===== config.mk =====
export PLATFORM = sky130hd
export DESIGN_NAME = updown_counter
export DESIGN_NICKNAME = d
export VERILOG_FILES = /design/src/hw/updown_pkg.sv /design/src/hw/sync2.sv /design/src/hw/count_step.sv /design/src/hw/updown_counter.sv
export SDC_FILE = /design/constraint.sdc
export NUM_CORES = 1
export LEC_CHECK = 0
export ABC_AREA = 0
export BUFFER_PORTS_ARGS = -buffer_cell sky130_fd_sc_hd__buf_2
export CAP_MARGIN = 40
export CORE_MARGIN = 3
export CORE_UTILIZATION = 26
export DETAILED_ROUTE_END_ITERATION = 12
export PLACE_DENSITY = 0.56
export SETUP_SLACK_MARGIN = 0.2
export SYNTH_ARGS = -nofsm -noshare
export SYNTH_HDL_FRONTEND = slang
export SYNTH_HIERARCHICAL = 1
export SYNTH_SLANG_ARGS = --single-unit

===== constraint.sdc =====
create_clock -name clk -period 1.74 [get_ports clk]
set_clock_uncertainty 0.05 [all_clocks]
set_input_delay 0.174 -clock clk [delete_from_list [all_inputs] [get_ports clk]]
set_output_delay 0.174 -clock clk [all_outputs]
set_load 0.01 [all_outputs]

===== src/hw/updown_pkg.sv =====
// Shared constants for the presettable up/down counter block.
`default_nettype none

package updown_pkg;

  // ****************************************************************
  // Counter geometry
  // ****************************************************************
  localparam int          STATE_W    = 4;
  localparam logic [3:0]  DECADE_MAX = 4'h9;
  localparam logic [3:0]  BINARY_MAX = 4'hf;
  localparam logic [3:0]  STATE_ZERO = 4'h0;
  localparam logic [3:0]  STATE_RST  = 4'h0;

  // ****************************************************************
  // Clock
  // ****************************************************************
  localparam int          CLK_PERIOD_NS = 8;

  // ****************************************************************
  // Register map, byte addresses on a 32-bit bus
  // ****************************************************************
  localparam int          ADDR_W         = 4;
  localparam logic [3:0]  ADDR_CTRL      = 4'h0;
  localparam logic [3:0]  ADDR_STATUS    = 4'h4;
  localparam logic [3:0]  ADDR_IRQ_STAT  = 4'h8;
  localparam logic [3:0]  ADDR_IRQ_MASK  = 4'hc;

  // Control register fields.
  localparam int          CTRL_INHIBIT   = 0;
  localparam logic [0:0]  CTRL_RST_VAL   = 1'h0;

  // Status register fields.
  localparam int          STAT_STATE_LSB = 0;
  localparam int          STAT_TC        = 4;
  localparam int          STAT_DOWN      = 5;
  localparam int          STAT_INHIBIT   = 6;
  localparam int          STAT_RIPPLE_N  = 7;

  // Interrupt sources, shared by the status and mask registers.
  localparam int          IRQ_N          = 3;
  localparam int          IRQ_TC_RISE    = 0;
  localparam int          IRQ_RIPPLE     = 1;
  localparam int          IRQ_PRESET     = 2;
  localparam logic [2:0]  IRQ_MASK_RST   = 3'h0;

endpackage

`default_nettype wire


===== src/hw/sync2.sv =====
// Two flip-flop synchroniser for pin inputs, one per bit.
`default_nettype none

module sync2 #(
  parameter int          WIDTH = 1,
  parameter logic [31:0] INIT  = 32'h0000_0000
) (
  input  wire logic             clk,
  input  wire logic             rst,
  input  wire logic [WIDTH-1:0] async_in,
  output logic      [WIDTH-1:0] sync_out
);

  logic [WIDTH-1:0] meta_q;

  initial begin
    if (WIDTH < 1 || WIDTH > 32) begin
      $error("sync2: WIDTH must lie between 1 and 32.");
    end
  end

  // The first stage feeds only the second stage.
  always_ff @(posedge clk) begin
    if (rst) begin
      meta_q   <= INIT[WIDTH-1:0];
      sync_out <= INIT[WIDTH-1:0];
    end else begin
      meta_q   <= async_in;
      sync_out <= meta_q;
    end
  end

endmodule // sync2

`default_nettype wire


===== src/hw/count_step.sv =====
// Next-state and terminal decode of a 4-bit decade or binary counter.
`default_nettype none

module count_step #(
  parameter bit DECADE = 1'b1
) (
  input  wire logic [3:0] state,
  input  wire logic       down,
  output logic      [3:0] next_state,
  output logic            at_terminal
);

  // Highest legal value of the selected variant.
  function automatic logic [3:0] top_value(input bit decade);
    return decade ? updown_pkg::DECADE_MAX : updown_pkg::BINARY_MAX;
  endfunction

  logic [3:0] top;

  assign top = top_value(DECADE);

  // Terminal count looks only at the state and the direction.
  always_comb begin
    if (down) begin
      at_terminal = (state == updown_pkg::STATE_ZERO);
    end else begin
      at_terminal = (state == top);
    end
  end

  // An out-of-range decade preset rejoins the sequence in one step.
  always_comb begin
    if (down) begin
      if (state == updown_pkg::STATE_ZERO || state > top) begin
        next_state = top;
      end else begin
        next_state = 4'(state - 4'h1);
      end
    end else begin
      if (state >= top) begin
        next_state = updown_pkg::STATE_ZERO;
      end else begin
        next_state = 4'(state + 4'h1);
      end
    end
  end

endmodule // count_step

`default_nettype wire


===== src/hw/updown_counter.sv =====
// Presettable 4-bit up/down counter with an Avalon-MM register port.
//
// Operation
// - Counting steps only on rising count clock edges; preset load acts at any time.
// - Decade counts 0 to 9; binary 0 to 15.
// - Four state bits with preset, increment, decrement.
// - Low load copies preset inputs, overriding everything.
// - High inhibit holds the state.
// - Inhibit low: step up if direction low, else down.
// - Terminal high at zero down or maximum up.
// - Terminal decodes only state and direction.
// - Terminal ignores this stage's own inhibit.
// - Ripple low from falling to next rising edge.
// - Ripple stays high on inhibit or no terminal.
//
// Local design decisions: the register offsets and register access over Avalon-MM.
`default_nettype none

module updown_counter #(
  parameter bit DECADE  = 1'b1,
  parameter int STATE_W = updown_pkg::STATE_W
) (
  input  wire logic        clk,
  input  wire logic        rst,
  // Counter pins.
  input  wire logic        clock_pulse,
  input  wire logic        count_inhibit,
  input  wire logic        down_select,
  input  wire logic        preset_load_n,
  input  wire logic [3:0]  preset_inputs,
  output logic      [3:0]  state_outputs,
  output logic             terminal_count,
  output logic             ripple_clock_out,
  // Avalon-MM slave.
  input  wire logic [3:0]  address,
  input  wire logic        read,
  input  wire logic        write,
  input  wire logic [31:0] writedata,
  input  wire logic [3:0]  byteenable,
  output logic      [31:0] readdata,
  output logic             waitrequest,
  // Interrupt.
  output logic             irq
);

  // ****************************************************************
  // Elaboration checks
  // ****************************************************************
  initial begin
    if (STATE_W != updown_pkg::STATE_W) begin
      $error("updown_counter: only a 4-bit state is supported.");
    end
  end

  // ****************************************************************
  // Pin synchronisers
  // ****************************************************************
  // Every pin is foreign to clk, so each passes two flip-flops. This
  // costs two cycles of latency, including on the preset path.
  localparam int PIN_W = 8;

  logic [PIN_W-1:0] pins_raw;
  logic [PIN_W-1:0] pins_s;
  logic             cp_s;
  logic             inhibit_pin_s;
  logic             down_s;
  logic             load_n_s;
  logic [3:0]       preset_s;

  assign pins_raw = {preset_inputs, preset_load_n, down_select,
                     count_inhibit, clock_pulse};

  sync2 #(
    .WIDTH (PIN_W),
    .INIT  (32'h0000_0008)
  ) u_pin_sync (
    .clk      (clk),
    .rst      (rst),
    .async_in (pins_raw),
    .sync_out (pins_s)
  );

  assign cp_s          = pins_s[0];
  assign inhibit_pin_s = pins_s[1];
  assign down_s        = pins_s[2];
  assign load_n_s      = pins_s[3];
  assign preset_s      = pins_s[7:4];

  // ****************************************************************
  // Count clock edge detection
  // ****************************************************************
  logic cp_prev_q;
  logic cp_rise;
  logic cp_fall;

  always_ff @(posedge clk) begin
    if (rst) begin
      cp_prev_q <= 1'b0;
    end else begin
      cp_prev_q <= cp_s;
    end
  end

  assign cp_rise = cp_s & ~cp_prev_q;
  assign cp_fall = ~cp_s & cp_prev_q;

  // ****************************************************************
  // Control register
  // ****************************************************************
  // Software inhibit is ORed with the pin so a host can freeze the
  // chain without touching the board logic.
  logic ctrl_inhibit_q;
  logic inhibit;

  assign inhibit = inhibit_pin_s | ctrl_inhibit_q;

  // ****************************************************************
  // Counter state
  // ****************************************************************
  logic [3:0] state_q;
  logic [3:0] step_state;
  logic       tc_int;

  count_step #(
    .DECADE (DECADE)
  ) u_step (
    .state       (state_q),
    .down        (down_s),
    .next_state  (step_state),
    .at_terminal (tc_int)
  );

  always_ff @(posedge clk) begin
    if (rst) begin
      state_q <= updown_pkg::STATE_RST;
    end else if (!load_n_s) begin
      state_q <= preset_s;
    end else if (cp_rise && !inhibit) begin
      state_q <= step_state;
    end else begin
      state_q <= state_q;
    end
  end

  assign state_outputs = state_q;

  // ****************************************************************
  // Terminal count
  // ****************************************************************
  // Registered copy of the decode so the pin cannot glitch; it still
  // follows only the state and the direction, never the inhibit.
  logic tc_q;

  always_ff @(posedge clk) begin
    if (rst) begin
      tc_q <= 1'b0;
    end else begin
      tc_q <= tc_int;
    end
  end

  assign terminal_count = tc_q;

  // ****************************************************************
  // Ripple clock
  // ****************************************************************
  logic ripple_low_q;

  always_ff @(posedge clk) begin
    if (rst) begin
      ripple_low_q <= 1'b0;
    end else if (inhibit || !tc_int || !load_n_s) begin
      ripple_low_q <= 1'b0;
    end else if (cp_rise) begin
      ripple_low_q <= 1'b0;
    end else if (cp_fall) begin
      ripple_low_q <= 1'b1;
    end else begin
      ripple_low_q <= ripple_low_q;
    end
  end

  assign ripple_clock_out = ~ripple_low_q;

  // ****************************************************************
  // Interrupt events
  // ****************************************************************
  logic             tc_prev_q;
  logic             ripple_prev_q;
  logic             load_prev_n_q;
  logic [updown_pkg::IRQ_N-1:0] irq_event;

  always_ff @(posedge clk) begin
    if (rst) begin
      tc_prev_q     <= 1'b0;
      ripple_prev_q <= 1'b0;
      load_prev_n_q <= 1'b1;
    end else begin
      tc_prev_q     <= tc_q;
      ripple_prev_q <= ripple_low_q;
      load_prev_n_q <= load_n_s;
    end
  end

  always_comb begin
    irq_event = '0;
    irq_event[updown_pkg::IRQ_TC_RISE] = tc_q & ~tc_prev_q;
    irq_event[updown_pkg::IRQ_RIPPLE]  = ripple_low_q & ~ripple_prev_q;
    irq_event[updown_pkg::IRQ_PRESET]  = ~load_n_s & load_prev_n_q;
  end

  // ****************************************************************
  // Avalon-MM slave handshake
  // ****************************************************************
  // Every access takes two cycles: the first latches read data, the
  // second drops waitrequest and commits writes.
  logic req;
  logic ack_q;
  logic commit;
  logic wr_commit;

  assign req         = read | write;
  assign waitrequest = req & ~ack_q;
  assign commit      = req & ack_q;
  assign wr_commit   = commit & write & byteenable[0];

  always_ff @(posedge clk) begin
    if (rst) begin
      ack_q <= 1'b0;
    end else begin
      ack_q <= req & ~ack_q;
    end
  end

  function automatic logic hit(input logic [3:0] addr,
                               input logic [3:0] offset);
    return addr == offset;
  endfunction

  // ****************************************************************
  // Registers written by software
  // ****************************************************************
  logic [updown_pkg::IRQ_N-1:0] irq_stat_q;
  logic [updown_pkg::IRQ_N-1:0] irq_mask_q;
  logic [updown_pkg::IRQ_N-1:0] irq_clear;

  always_ff @(posedge clk) begin
    if (rst) begin
      ctrl_inhibit_q <= updown_pkg::CTRL_RST_VAL[0];
    end else if (wr_commit && hit(address, updown_pkg::ADDR_CTRL)) begin
      ctrl_inhibit_q <= writedata[updown_pkg::CTRL_INHIBIT];
    end
  end

  always_ff @(posedge clk) begin
    if (rst) begin
      irq_mask_q <= updown_pkg::IRQ_MASK_RST;
    end else if (wr_commit && hit(address, updown_pkg::ADDR_IRQ_MASK)) begin
      irq_mask_q <= writedata[updown_pkg::IRQ_N-1:0];
    end
  end

  assign irq_clear = (wr_commit && hit(address, updown_pkg::ADDR_IRQ_STAT))
                   ? writedata[updown_pkg::IRQ_N-1:0]
                   : '0;

  // A new event in the clearing cycle wins over the clear.
  for (genvar i = 0; i < updown_pkg::IRQ_N; i++) begin : g_irq
    always_ff @(posedge clk) begin
      if (rst) begin
        irq_stat_q[i] <= 1'b0;
      end else if (irq_event[i]) begin
        irq_stat_q[i] <= 1'b1;
      end else if (irq_clear[i]) begin
        irq_stat_q[i] <= 1'b0;
      end
    end
  end

  assign irq = |(irq_stat_q & irq_mask_q);

  // ****************************************************************
  // Read path
  // ****************************************************************
  logic [31:0] rd_mux;

  always_comb begin
    rd_mux = '0;
    unique case (address)
      updown_pkg::ADDR_CTRL: begin
        rd_mux[updown_pkg::CTRL_INHIBIT] = ctrl_inhibit_q;
      end
      updown_pkg::ADDR_STATUS: begin
        rd_mux[updown_pkg::STAT_STATE_LSB +: 4] = state_q;
        rd_mux[updown_pkg::STAT_TC]             = tc_q;
        rd_mux[updown_pkg::STAT_DOWN]           = down_s;
        rd_mux[updown_pkg::STAT_INHIBIT]        = inhibit;
        rd_mux[updown_pkg::STAT_RIPPLE_N]       = ~ripple_low_q;
      end
      updown_pkg::ADDR_IRQ_STAT: begin
        rd_mux[updown_pkg::IRQ_N-1:0] = irq_stat_q;
      end
      updown_pkg::ADDR_IRQ_MASK: begin
        rd_mux[updown_pkg::IRQ_N-1:0] = irq_mask_q;
      end
      default: begin
        rd_mux = '0;
      end
    endcase
  end

  // Data is captured in the waiting cycle and held through the answer.
  always_ff @(posedge clk) begin
    if (rst) begin
      readdata <= '0;
    end else if (read && !ack_q) begin
      readdata <= rd_mux;
    end
  end

endmodule // updown_counter

`default_nettype wire


[Word-level counts from Yosys, hierarchy flattened]
Index checks and enable logic that the tools add are counted.
Word-level totals
  flip-flop bits (word level): 42
  input bits: 52
  output and inout port bits: 40
  logic and storage cells: 79
Cells by class
  add/subtract/negate cells: 2
  order comparisons: 2
  eq/ne operators: 5
  mux-type cells: 16
  bitwise logic cells: 19
  reduce and logical (&&, ||, !) cells: 19
Operators with widths (number)
  $mux W4: 5
  $eq A4 B4 Y1 const B: 3
  $and A1 B1 Y1: 9
  $logic_not A4 Y1: 2
  $mux W1: 7
  $not A1 Y1: 7
  $pmux W2 S3: 1
  $reduce_bool A2 Y1: 3
  $reduce_or A3 Y1: 2
  $logic_and A1 B1 Y1: 5
  $mux W5: 1
  $add A4 B1 Y4 const B: 1
  $eq A4 B3 Y1 const B: 1
  $ge A4 B4 Y1 const B: 1
  $gt A4 B4 Y1 const B: 1
  $logic_not A1 Y1: 4
  $pmux W1 S4: 1
  $sub A4 B1 Y4 const B: 1
  $and A3 B3 Y3: 1
  $logic_or A1 B1 Y1: 3
  $mux W3: 1
  $ne A2 B2 Y1 const B: 1
  $or A1 B1 Y1: 2

[Longest topological paths before layout]
Gate-level depths: netlist (run 1).
  depth after elaboration: 8
  gate-level depth with buffers: 8

[Modules after synthesis]
The synthesis (run 1) kept the hierarchy.
Modules (own cells, without submodules)
  updown_counter: times used 1, cells an instance 149, area an instance 1376.3 um^2, sequential area each 520.5 um^2
  sync2: times used 1, cells an instance 33, area an instance 437.9 um^2, sequential area each 320.3 um^2
  count_step: times used 1, cells an instance 38, area an instance 252.7 um^2, sequential area each 0.0 um^2

[Least setup slack after synthesis (run 1)]
OpenSTA, ideal clock, no wires.
  path kind: reg-to-reg
  from: register state_q[0] (netlist: state_outputs[0])
  to: register state_q[0] (netlist: state_outputs[0])
  arrival time: 1.640 ns
  path slack: -0.080 ns
  stages on the path, launching flop included: 8
  cell sequence: dfxtp_1 ha_1 nor2_1 o211a_1 a211o_1 mux2_2 a21oi_1 nor3_1
Between the ends
  cells in the longest elaborated chain, start to end: 6
  elaborated cells between the ends (all ways): 11
  classes of those cells: add/sub: 2; order compare: 2; mux: 5; reduce/logical: 2
Ends and longest elaborated chain
  from (decl): line updown_counter.sv:120  | logic [3:0] state_q;
  from (signal assigned): line updown_counter.sv:135  | state_q <= updown_pkg::STATE_RST;
  from (signal assigned): line updown_counter.sv:137  | state_q <= preset_s;
  from (signal assigned): line updown_counter.sv:139  | state_q <= step_state;
  $gt A4 B4 Y1 / $logic_not A4 Y1 (equally long branches): line count_step.sv:34  | if (state == updown_pkg::STATE_ZERO || state > top) begin
  $logic_or A1 B1 Y1: line count_step.sv:34
  $mux W4: line count_step.sv:34
  $mux W4 *: line count_step.sv:33  | if (down) begin
  named net step_state[0]: line updown_counter.sv:121  | logic [3:0] step_state;
  $mux W4 *: line updown_counter.sv:138  | end else if (cp_rise && !inhibit) begin
  $mux W4 *: line updown_counter.sv:136  | end else if (!load_n_s) begin
The timed path passes the listed nets; every way through them passes the cells marked *. The select of a mux whose other input is x is not followed.
A chain may end at the register's enable or synchronous reset.

[Worst setup path in the final report (run 1)]
  from: register state_q[0] (netlist: state_outputs[0])
  to: register state_q[1] (netlist: state_outputs[1])
Same word-level chain as after synthesis.

==> results of run 1 <==
[area by class of cell]
class	instances	share of cell area
sequential	42	0.345
inverter	11	0.0188
clock buffer	6	0.0294
timing repair buffer	43	0.0978
multi-input combinational	157	0.444
clock inverter	2	0.0152
tap	99	0.0502
[per-stage QoR]
| step | setup TNS, ns | instances | area [µm²] | power, mW |
|---|---|---|---|---|
| 2_1_floorplan | 0 | 243 | 2210 | 1.29 |
| 3_3_place_gp | -0.000902 | 350 | 2310 | 1.33 |
| 3_5_place_dp | -0.0120 | 350 | 2310 | 1.33 |
| 4_1_cts | 0 | 360 | 2450 | 2.10 |
| 5_1_grt | -0.218 | 360 | 2470 | 2.19 |
| 6_report | -0.0208 | 360 | 2470 | 2.08 |
[layer usage]
metal	global-route usage	vias to the layer above	wire [µm]
li1	-	788	-
met1	0.108	707	1770
met2	0.138	52	1910
met3	0.0331	2	295
met4	0.0216	0	14
met5	0	-	0
[timing repair]
action	in CTS	in global routing
buffers inserted	2	0
setup endpoints to repair	5	6
resized for setup	3	6
pin swaps	4	3
gates cloned	0	0
[synthesized netlist by cell type (all sizes together)]
master / n / area (µm²)
mux2i: 4 / 40.0
clkbuf: 3 / 11.3
o21a: 1 / 7.51
mux2: 6 / 67.6
o41ai: 3 / 26.3
a211oi: 1 / 7.51
a222oi: 1 / 10.0
a21oi: 11 / 55.1
or3b: 1 / 8.76
and2: 1 / 6.26
ha: 3 / 37.5
o21ai: 5 / 25.0
dfxtp: 42 / 841
nor4: 1 / 12.5
or4b: 1 / 13.8
nand2b: 13 / 81.3
nand3: 1 / 10.0
o211a: 1 / 10.0
and3b: 1 / 8.76
nor4b: 3 / 47.5
nand2: 7 / 26.3
a31oi: 1 / 6.26
nor2b: 15 / 93.8
nor2: 14 / 52.6
and2b: 5 / 37.5
conb: 1 / 3.75
a32oi: 5 / 43.8
a211o: 2 / 17.5
a22oi: 3 / 22.5
o22ai: 2 / 12.5
nor3: 11 / 66.3
buf: 30 / 229
and4b: 1 / 10.0
mux4: 1 / 22.5
or2: 5 / 31.3
nand3b: 3 / 22.5
inv: 11 / 41.3
[state kept, by name, indices dropped and copies added (netlist names)]
signal	cells
irq_mask_q	3
terminal_count	1
readdata	8
tc_prev_q	1
cp_prev_q	1
ripple_prev_q	1
irq_stat_q	3
ack_q	1
u_pin_sync/meta_q	8
ctrl_inhibit_q	1
state_outputs	4
load_prev_n_q	1
ripple_low_q	1
u_pin_sync/sync_out	8
[report_power, final]
group          total, mW  leakage, nW  internal, mW  switching [mW]
Sequential          1.03        0.346         0.993          0.0350
Combinational      0.304        0.661         0.146           0.158
Clock              0.746       0.0514         0.428           0.319
Total               2.08         1.06          1.57           0.512
[worst reg2reg max path, stage by stage, from the launching register on]
cell	delay [ns]
dfxtp_4	0.38
inv_4	0.06
ha_4	0.15
or3b_1	0.37
a21oi_2	0.16
a211oi_2	0.05
mux2_4	0.26
a21oi_2	0.10
nor3_1	0.05
[how the worst max path moves through the flow]
stage | startpoint | to | slack (ns) | depth (start not counted)
detailed placement | state_outputs[1]$_SDFFE_PP0P_ | state_outputs[0]$_SDFFE_PP0P_ | -0.01 | 8
global placement | state_outputs[1]$_SDFFE_PP0P_ | state_outputs[3]$_SDFFE_PP0P_ | -0.0009 | 8
global route | state_outputs[1]$_SDFFE_PP0P_ | state_outputs[1]$_SDFFE_PP0P_ | -0.11 | 8
floorplan | state_outputs[1]$_SDFFE_PP0P_ | state_outputs[1]$_SDFFE_PP0P_ | 0.09 | 8
finish | state_outputs[0]$_SDFFE_PP0P_ | state_outputs[1]$_SDFFE_PP0P_ | -0.02 | 8
CTS | state_outputs[0]$_SDFFE_PP0P_ | state_outputs[0]$_SDFFE_PP0P_ | 0.01 | 8
[logic make-up after synthesis]
kind of cell    after synthesis
fa+ha+maj                     3
buf+inv                      44
compound gates               36
mux                          11
simple gates                 83
flops                        42
other cells                   1
==> metrics.txt, run 1 <==
# TYPE chip_impl_metric gauge
chip_impl_metric{name="yosys.area_share.adder",unit=""} 0.0182
chip_impl_info{name="timing_worst_setup_path_type",value="register to register"} 1
chip_impl_info{name="worstReg2RegEnd",value="state_outputs[1]$_SDFFE_PP0P_"} 1
chip_impl_metric{name="die_h",unit="µm"} 95.2
chip_impl_metric{name="globalplace.congestion",unit=""} 0.790
chip_impl_metric{name="cp_data_required_time",unit="ns"} 1.84
chip_impl_metric{name="number_of_antenna_violations_at_the_first_check_in_global_routing",unit=""} 0
chip_impl_metric{name="hold_viol",unit=""} 0
chip_impl_info{name="mostFrequentLayoutCell",value="dfxtp_1"} 1
chip_impl_metric{name="total_half_perimeter_wirelength_after_legalization_and_detailed_placement",unit="µm"} 3010
chip_impl_metric{name="grt_pass1_vias",unit=""} 1322
chip_impl_metric{name="dr.pass1.iters",unit=""} 4
chip_impl_info{name="hold_path_startpoint",value="preset_load_n"} 1
chip_impl_metric{name="nets",unit=""} 315
chip_impl_info{name="crit_chain",value="inv_4, ha_4, or3b_1, a21oi_2, a211oi_2, mux2_4, a21oi_2, nor3_1"} 1
chip_impl_metric{name="seq_area_frac_synth",unit=""} 0.407
chip_impl_metric{name="totalWireLength",unit="µm"} 3990
chip_impl_metric{name="yosysWarningCount",unit=""} 6
chip_impl_metric{name="synth_compound_gate_area_share",unit=""} 0.118
chip_impl_metric{name="hold_critical_path_depth",unit=""} 2
chip_impl_metric{name="postSynthCellCount",unit=""} 220
chip_impl_metric{name="grt_util_all_layers",unit=""} 0.0859
chip_impl_metric{name="report.final.slew_viol_count",unit=""} 0
chip_impl_info{name="tritoncts",value="built"} 1
chip_impl_info{name="clock-root-buffer",value="clkbuf_8"} 1
chip_impl_metric{name="netlist-cell-type-count",unit=""} 43
chip_impl_metric{name="fraction_of_final_layout_cells_sized_beyond_drive_strength_1",unit=""} 0.307
chip_impl_metric{name="fp-row-count",unit=""} 31
chip_impl_metric{name="r2r_setup_slack",unit="ns"} -0.02
chip_impl_metric{name="critPathMaxFanout",unit=""} 6
chip_impl_metric{name="worstRegToRegCells",unit=""} 8
chip_impl_metric{name="ff_latch_area",unit="µm²"} 851
chip_impl_metric{name="area_of_combinational_cells_with_multiple_inputs",unit="mm²"} 0.00110
chip_impl_metric{name="cts_made_buffers",unit=""} 5
chip_impl_metric{name="max_slew.worst_pin.slew",unit="ns"} 0.683
chip_impl_metric{name="cts_hold_buffers",unit=""} 0
chip_impl_metric{name="die_area",unit="mm²"} 0.00906
chip_impl_info{name="critical_path.slowest_cell",value="dfxtp_4"} 1
chip_impl_info{name="hold_path_end",value="u_pin_sync/meta_q[3]$_SDFF_PP1_"} 1
chip_impl_metric{name="via_per_inst",unit=""} 4.30
chip_impl_metric{name="fp.coreArea",unit="mm²"} 0.00749
chip_impl_info{name="r2r_start",value="state_outputs[0]$_SDFFE_PP0P_"} 1
chip_impl_metric{name="finalSetupViolCount",unit=""} 1
chip_impl_metric{name="finalWorstPathRequiredPeriod",unit="ns"} 1.76
chip_impl_metric{name="area.growth.synth_to_final",unit="%"} 19.4
chip_impl_metric{name="pre_cts_ws",unit="ns"} -0.0120
chip_impl_info{name="type_of_the_tightest_min_delay_check",value="input port to register"} 1
chip_impl_metric{name="power.density_cell_area",unit="mW/mm²"} 842
chip_impl_metric{name="htree_levels",unit=""} 2
chip_impl_metric{name="critical_path.max_stage_delay",unit="ns"} 0.38
chip_impl_metric{name="clk_buf_depth",unit=""} 2
chip_impl_metric{name="numClockSinks",unit=""} 42
chip_impl_metric{name="timing.max_slew.rel_slack",unit=""} 0.545
chip_impl_metric{name="final.period_utilization",unit=""} 1.01
chip_impl_metric{name="syn_avg_cell_area",unit="µm²"} 9.40
chip_impl_metric{name="worstPathArrival",unit="ns"} 1.86
chip_impl_info{name="synth_top_family_by_area",value="simple AND/OR/NAND/NOR gates"} 1
chip_impl_metric{name="port_buffers",unit=""} 35
chip_impl_metric{name="postLayoutCoreUtil",unit=""} 0.330
chip_impl_metric{name="grt_start_max_net_pins",unit=""} 46
chip_impl_metric{name="grt_remaining_overflow",unit=""} 0
chip_impl_metric{name="cts.clk_slew.worst_paths",unit="ns"} 0.08
chip_impl_metric{name="synth_xor_area_frac",unit=""} 0
chip_impl_metric{name="worst_skew_pair.late_latency",unit="ns"} 0.29
chip_impl_info{name="setup.worst_path.end_class",value="register"} 1
chip_impl_metric{name="p_leak",unit="nW"} 1.06
chip_impl_info{name="mostFrequentLayoutCells",value="dfxtp_1, buf_2, conb_1"} 1
chip_impl_metric{name="max_cap_viol_count",unit=""} 0
chip_impl_metric{name="design.portCount",unit=""} 92
chip_impl_metric{name="drt_drc_violations_left",unit=""} 0
chip_impl_metric{name="fmax",unit="MHz"} 568
chip_impl_metric{name="n_fill_cell",unit=""} 787
chip_impl_metric{name="postLayoutSetupSlackWorst",unit="ns"} -0.0208
chip_impl_metric{name="critical_path_buf_inv_count",unit=""} 1
chip_impl_metric{name="start_util",unit=""} 0.276
chip_impl_info{name="run_status",value="complete, but fails checks"} 1
chip_impl_metric{name="detailroute.via_count",unit=""} 1549
chip_impl_info{name="critical_path.most_common_cell",value="a21oi_2"} 1
chip_impl_metric{name="synth_simple_gate_area_frac",unit=""} 0.256
chip_impl_info{name="timing.critical_path.max_delay_family",value="simple AND/OR/NAND/NOR gates"} 1
chip_impl_metric{name="vdd_ir_drop_max",unit="mV"} 0.455
chip_impl_metric{name="fp.dieW",unit="µm"} 95.2
chip_impl_info{name="violations_in_the_final_reports",value="setup timing"} 1
chip_impl_metric{name="worst_hold_slack",unit="ns"} 0.0109
chip_impl_info{name="grt_setup_unrepaired",value="yes"} 1
chip_impl_metric{name="syn-cell-area",unit="mm²"} 0.00207
chip_impl_metric{name="yosys-mux-area-fraction",unit=""} 0.0630
chip_impl_metric{name="first_pass_grt_wire_length",unit="µm"} 6200
chip_impl_metric{name="initialDrtViolationCount",unit=""} 55
chip_impl_info{name="timing.critical_path.from_type",value="register"} 1
chip_impl_metric{name="antenna-diode-count",unit=""} 0
chip_impl_metric{name="antenna_left",unit=""} 0
chip_impl_metric{name="wl_per_cell",unit="µm"} 11.1
chip_impl_metric{name="synth-seq-cells",unit=""} 42
Note: power is estimated with default switching activity, not from simulation.
==> run 2, diff against run 1 <==
--- a/config.mk
+++ b/config.mk
@@ -6,12 +6,11 @@
 export NUM_CORES = 1
 export LEC_CHECK = 0
 export ABC_AREA = 0
-export BUFFER_PORTS_ARGS = -buffer_cell sky130_fd_sc_hd__buf_2
 export CAP_MARGIN = 40
-export CORE_MARGIN = 3
-export CORE_UTILIZATION = 26
+export CORE_UTILIZATION = 47
 export DETAILED_ROUTE_END_ITERATION = 12
-export PLACE_DENSITY = 0.56
+export DONT_BUFFER_PORTS = 1
+export PLACE_DENSITY = 0.69
 export SETUP_SLACK_MARGIN = 0.2
 export SYNTH_ARGS = -nofsm -noshare
 export SYNTH_HDL_FRONTEND = slang
==> run 2 against run 1 <==
The run ends with hold timing left; total power decreased by 1.4%; wire length is 7.0% lower; largest power group unchanged; maximum frequency is 1.3% higher; die area fell by 48%; non-clock buffer count decreased by 13; hold slack got worse by 0.11 ns; sequential power is essentially flat; flip-flop and latch count unchanged; final cell count down 17%.
==> metrics.txt, run 2 (synthesized netlist as in run 1, its figures left out) <==
# TYPE chip_impl_metric gauge
chip_impl_metric{name="global_route.usage.met3",unit=""} 0.0433
chip_impl_info{name="hold_path_end",value="state_outputs[1]$_SDFFE_PP0P_"} 1
chip_impl_info{name="type_of_the_tightest_min_delay_check",value="input port to register"} 1
chip_impl_info{name="tritoncts",value="built"} 1
chip_impl_metric{name="cts_hold_buffers",unit=""} 21
chip_impl_metric{name="fp-row-count",unit=""} 23
chip_impl_metric{name="n_fill_cell",unit=""} 375
chip_impl_metric{name="grt_util_all_layers",unit=""} 0.169
chip_impl_metric{name="hold_viol",unit=""} 15
chip_impl_info{name="violations_in_the_final_reports",value="hold timing"} 1
chip_impl_metric{name="globalplace.congestion",unit=""} 0.832
chip_impl_metric{name="totalWireLength",unit="µm"} 3710
chip_impl_metric{name="total_half_perimeter_wirelength_after_legalization_and_detailed_placement",unit="µm"} 2560
chip_impl_metric{name="max_cap_viol_count",unit=""} 0
chip_impl_metric{name="numClockSinks",unit=""} 42
chip_impl_info{name="worstReg2RegEnd",value="state_outputs[1]$_SDFFE_PP0P_"} 1
chip_impl_metric{name="critical_path.max_stage_delay",unit="ns"} 0.39
chip_impl_metric{name="via_per_inst",unit=""} 5.05
chip_impl_metric{name="cts_made_buffers",unit=""} 5
chip_impl_metric{name="start_util",unit=""} 0.502
chip_impl_metric{name="grt_start_max_net_pins",unit=""} 46
chip_impl_metric{name="antenna-diode-count",unit=""} 0
chip_impl_metric{name="htree_levels",unit=""} 2
chip_impl_metric{name="fp.dieW",unit="µm"} 68.3
chip_impl_metric{name="hold_critical_path_depth",unit=""} 1
chip_impl_info{name="run_status",value="complete, but fails checks"} 1
chip_impl_info{name="timing.critical_path.max_delay_family",value="simple AND/OR/NAND/NOR gates"} 1
chip_impl_metric{name="fmax",unit="MHz"} 576
chip_impl_info{name="layout_top_registers",value="readdata (8), u_pin_sync/meta_q (8), u_pin_sync/sync_out (8)"} 1
chip_impl_metric{name="report.final.slew_viol_count",unit=""} 0
chip_impl_metric{name="final.period_utilization",unit=""} 0.999
chip_impl_info{name="clock-root-buffer",value="clkbuf_8"} 1
chip_impl_metric{name="r2r_setup_slack",unit="ns"} 0.003
chip_impl_info{name="mostFrequentLayoutCells",value="dfxtp_1, conb_1, dlygate4sd3_1"} 1
chip_impl_metric{name="critical_path_buf_inv_count",unit=""} 1
chip_impl_metric{name="port_buffers",unit=""} 0
chip_impl_metric{name="clk_buf_depth",unit=""} 2
chip_impl_metric{name="vdd_ir_drop_max",unit="mV"} 0.655
chip_impl_metric{name="dpl_cell_area",unit="mm²"} 0.00210
chip_impl_metric{name="grt.met1_usage",unit=""} 0.213
chip_impl_metric{name="grt_remaining_overflow",unit=""} 0
chip_impl_metric{name="design.portCount",unit=""} 92
chip_impl_metric{name="grt_pass1_vias",unit=""} 1303
chip_impl_metric{name="critPathMaxFanout",unit=""} 7
chip_impl_info{name="grt_setup_unrepaired",value="yes"} 1
chip_impl_info{name="hold_path_startpoint",value="rst"} 1
chip_impl_metric{name="nets",unit=""} 302
chip_impl_metric{name="fp.coreArea",unit="mm²"} 0.00412
chip_impl_metric{name="finalSetupViolCount",unit=""} 0
chip_impl_metric{name="design_area",unit="mm²"} 0.00244
chip_impl_metric{name="drt_drc_violations_left",unit=""} 0
chip_impl_metric{name="number_of_antenna_violations_at_the_first_check_in_global_routing",unit=""} 0
chip_impl_metric{name="first_pass_grt_wire_length",unit="µm"} 5800
chip_impl_info{name="setup.worst_path.end_class",value="register"} 1
chip_impl_metric{name="worstPathArrival",unit="ns"} 1.87
chip_impl_info{name="crit_chain",value="inv_2, ha_4, or3b_4, a21oi_2, a211oi_1, mux2_4, a21oi_2, nor3_1"} 1
chip_impl_metric{name="dr.pass1.iters",unit=""} 4
chip_impl_metric{name="finalWorstPathRequiredPeriod",unit="ns"} 1.74
chip_impl_metric{name="antenna_left",unit=""} 0
chip_impl_metric{name="initialDrtViolationCount",unit=""} 55
chip_impl_info{name="critical_path.most_common_cell",value="a21oi_2"} 1
chip_impl_info{name="critical_path.slowest_cell",value="dfxtp_4"} 1
chip_impl_metric{name="wl_per_cell",unit="µm"} 12.4
chip_impl_metric{name="die_area",unit="mm²"} 0.00467
chip_impl_info{name="mostFrequentLayoutCell",value="dfxtp_1"} 1
chip_impl_metric{name="cp_data_required_time",unit="ns"} 1.87
chip_impl_metric{name="power.density_cell_area",unit="mW/mm²"} 841
chip_impl_info{name="grt.busiest_layer",value="met2"} 1
chip_impl_info{name="timing.critical_path.from_type",value="register"} 1
chip_impl_metric{name="cts.clk_slew.worst_paths",unit="ns"} 0.07
chip_impl_metric{name="p_leak",unit="nW"} 1.01
chip_impl_metric{name="fraction_of_final_layout_cells_sized_beyond_drive_strength_1",unit=""} 0.181
chip_impl_metric{name="die_h",unit="µm"} 68.3
chip_impl_metric{name="detailroute.via_count",unit=""} 1506
chip_impl_metric{name="worstRegToRegCells",unit=""} 8
chip_impl_metric{name="global_route_met2_utilization",unit=""} 0.283
chip_impl_info{name="r2r_start",value="state_outputs[0]$_SDFFE_PP0P_"} 1
chip_impl_info{name="timing_worst_setup_path_type",value="register to register"} 1
chip_impl_metric{name="area.growth.synth_to_final",unit="%"} 18.0
chip_impl_metric{name="worst_skew_pair.late_latency",unit="ns"} 0.29
chip_impl_metric{name="worst_hold_slack",unit="ns"} -0.0965
chip_impl_metric{name="postLayoutCoreUtil",unit=""} 0.593
run 2: layout make-up:
cell class                 count  area (µm²)  share of cell area
clock buffer                   7        76.3              0.0313
clock inverter                 1        30.0              0.0123
inverter                      11        43.8              0.0179
multi-input combinational    157        1100               0.450
sequential                    42         851               0.349
tap                           50        62.6              0.0256
timing repair buffer          30         278               0.114
run 2: timing repair:
item	in CTS	in global routing
pin swaps	2	2
gates resized for setup	2	6
hold endpoints to repair	34	14
buffers inserted	0	0
endpoints found under the setup margin	5	6
run 2: worst max-delay path by stage:
| stage | endpoint | depth (start not counted) | slack, ns | startpoint |
|---|---|---|---|---|
| after floorplan | state_outputs[1]$_SDFFE_PP0P_ | 8 | 0.09 | state_outputs[1]$_SDFFE_PP0P_ |
| after global placement | state_outputs[3]$_SDFFE_PP0P_ | 8 | 0.002 | state_outputs[0]$_SDFFE_PP0P_ |
| after detailed placement | state_outputs[3]$_SDFFE_PP0P_ | 8 | 0.003 | state_outputs[0]$_SDFFE_PP0P_ |
| after CTS | state_outputs[1]$_SDFFE_PP0P_ | 8 | 0.001 | state_outputs[0]$_SDFFE_PP0P_ |
| after global routing | state_outputs[3]$_SDFFE_PP0P_ | 8 | -0.07 | state_outputs[0]$_SDFFE_PP0P_ |
| final | state_outputs[1]$_SDFFE_PP0P_ | 8 | 0.003 | state_outputs[0]$_SDFFE_PP0P_ |
run 2: per-layer routing:
| metal | vias up | part of all wire |
|---|---|---|
| met5 | - | 0 |
| met4 | 0 | 0.0086 |
| met3 | 5 | 0.042 |
| met2 | 38 | 0.50 |
| met1 | 703 | 0.45 |
| li1 | 760 | - |
run 2: through the flow:
stage / worst slack, ns / total power, mW / setup TNS, ns / hold WS, ns / instances
final: 0.00260 / 2.05 / 0 / -0.0965 / 298
after global routing: -0.0728 / 2.14 / -0.147 / -0.113 / 298
after CTS: 0.00119 / 2.05 / 0 / -0.107 / 298
after detailed placement: 0.00275 / 1.29 / 0 / 0.197 / 269
after global placement: 0.00248 / 1.29 / 0 / 0.196 / 269
after floorplan: 0.0948 / 1.29 / 0 / 0.196 / 243
run 2: where the power goes:
group	internal (mW)	leakage, nW	switching, mW	total [mW]
registers	0.994	0.345	0.0333	1.03
clock network	0.429	0.0524	0.310	0.740
logic	0.153	0.614	0.131	0.284
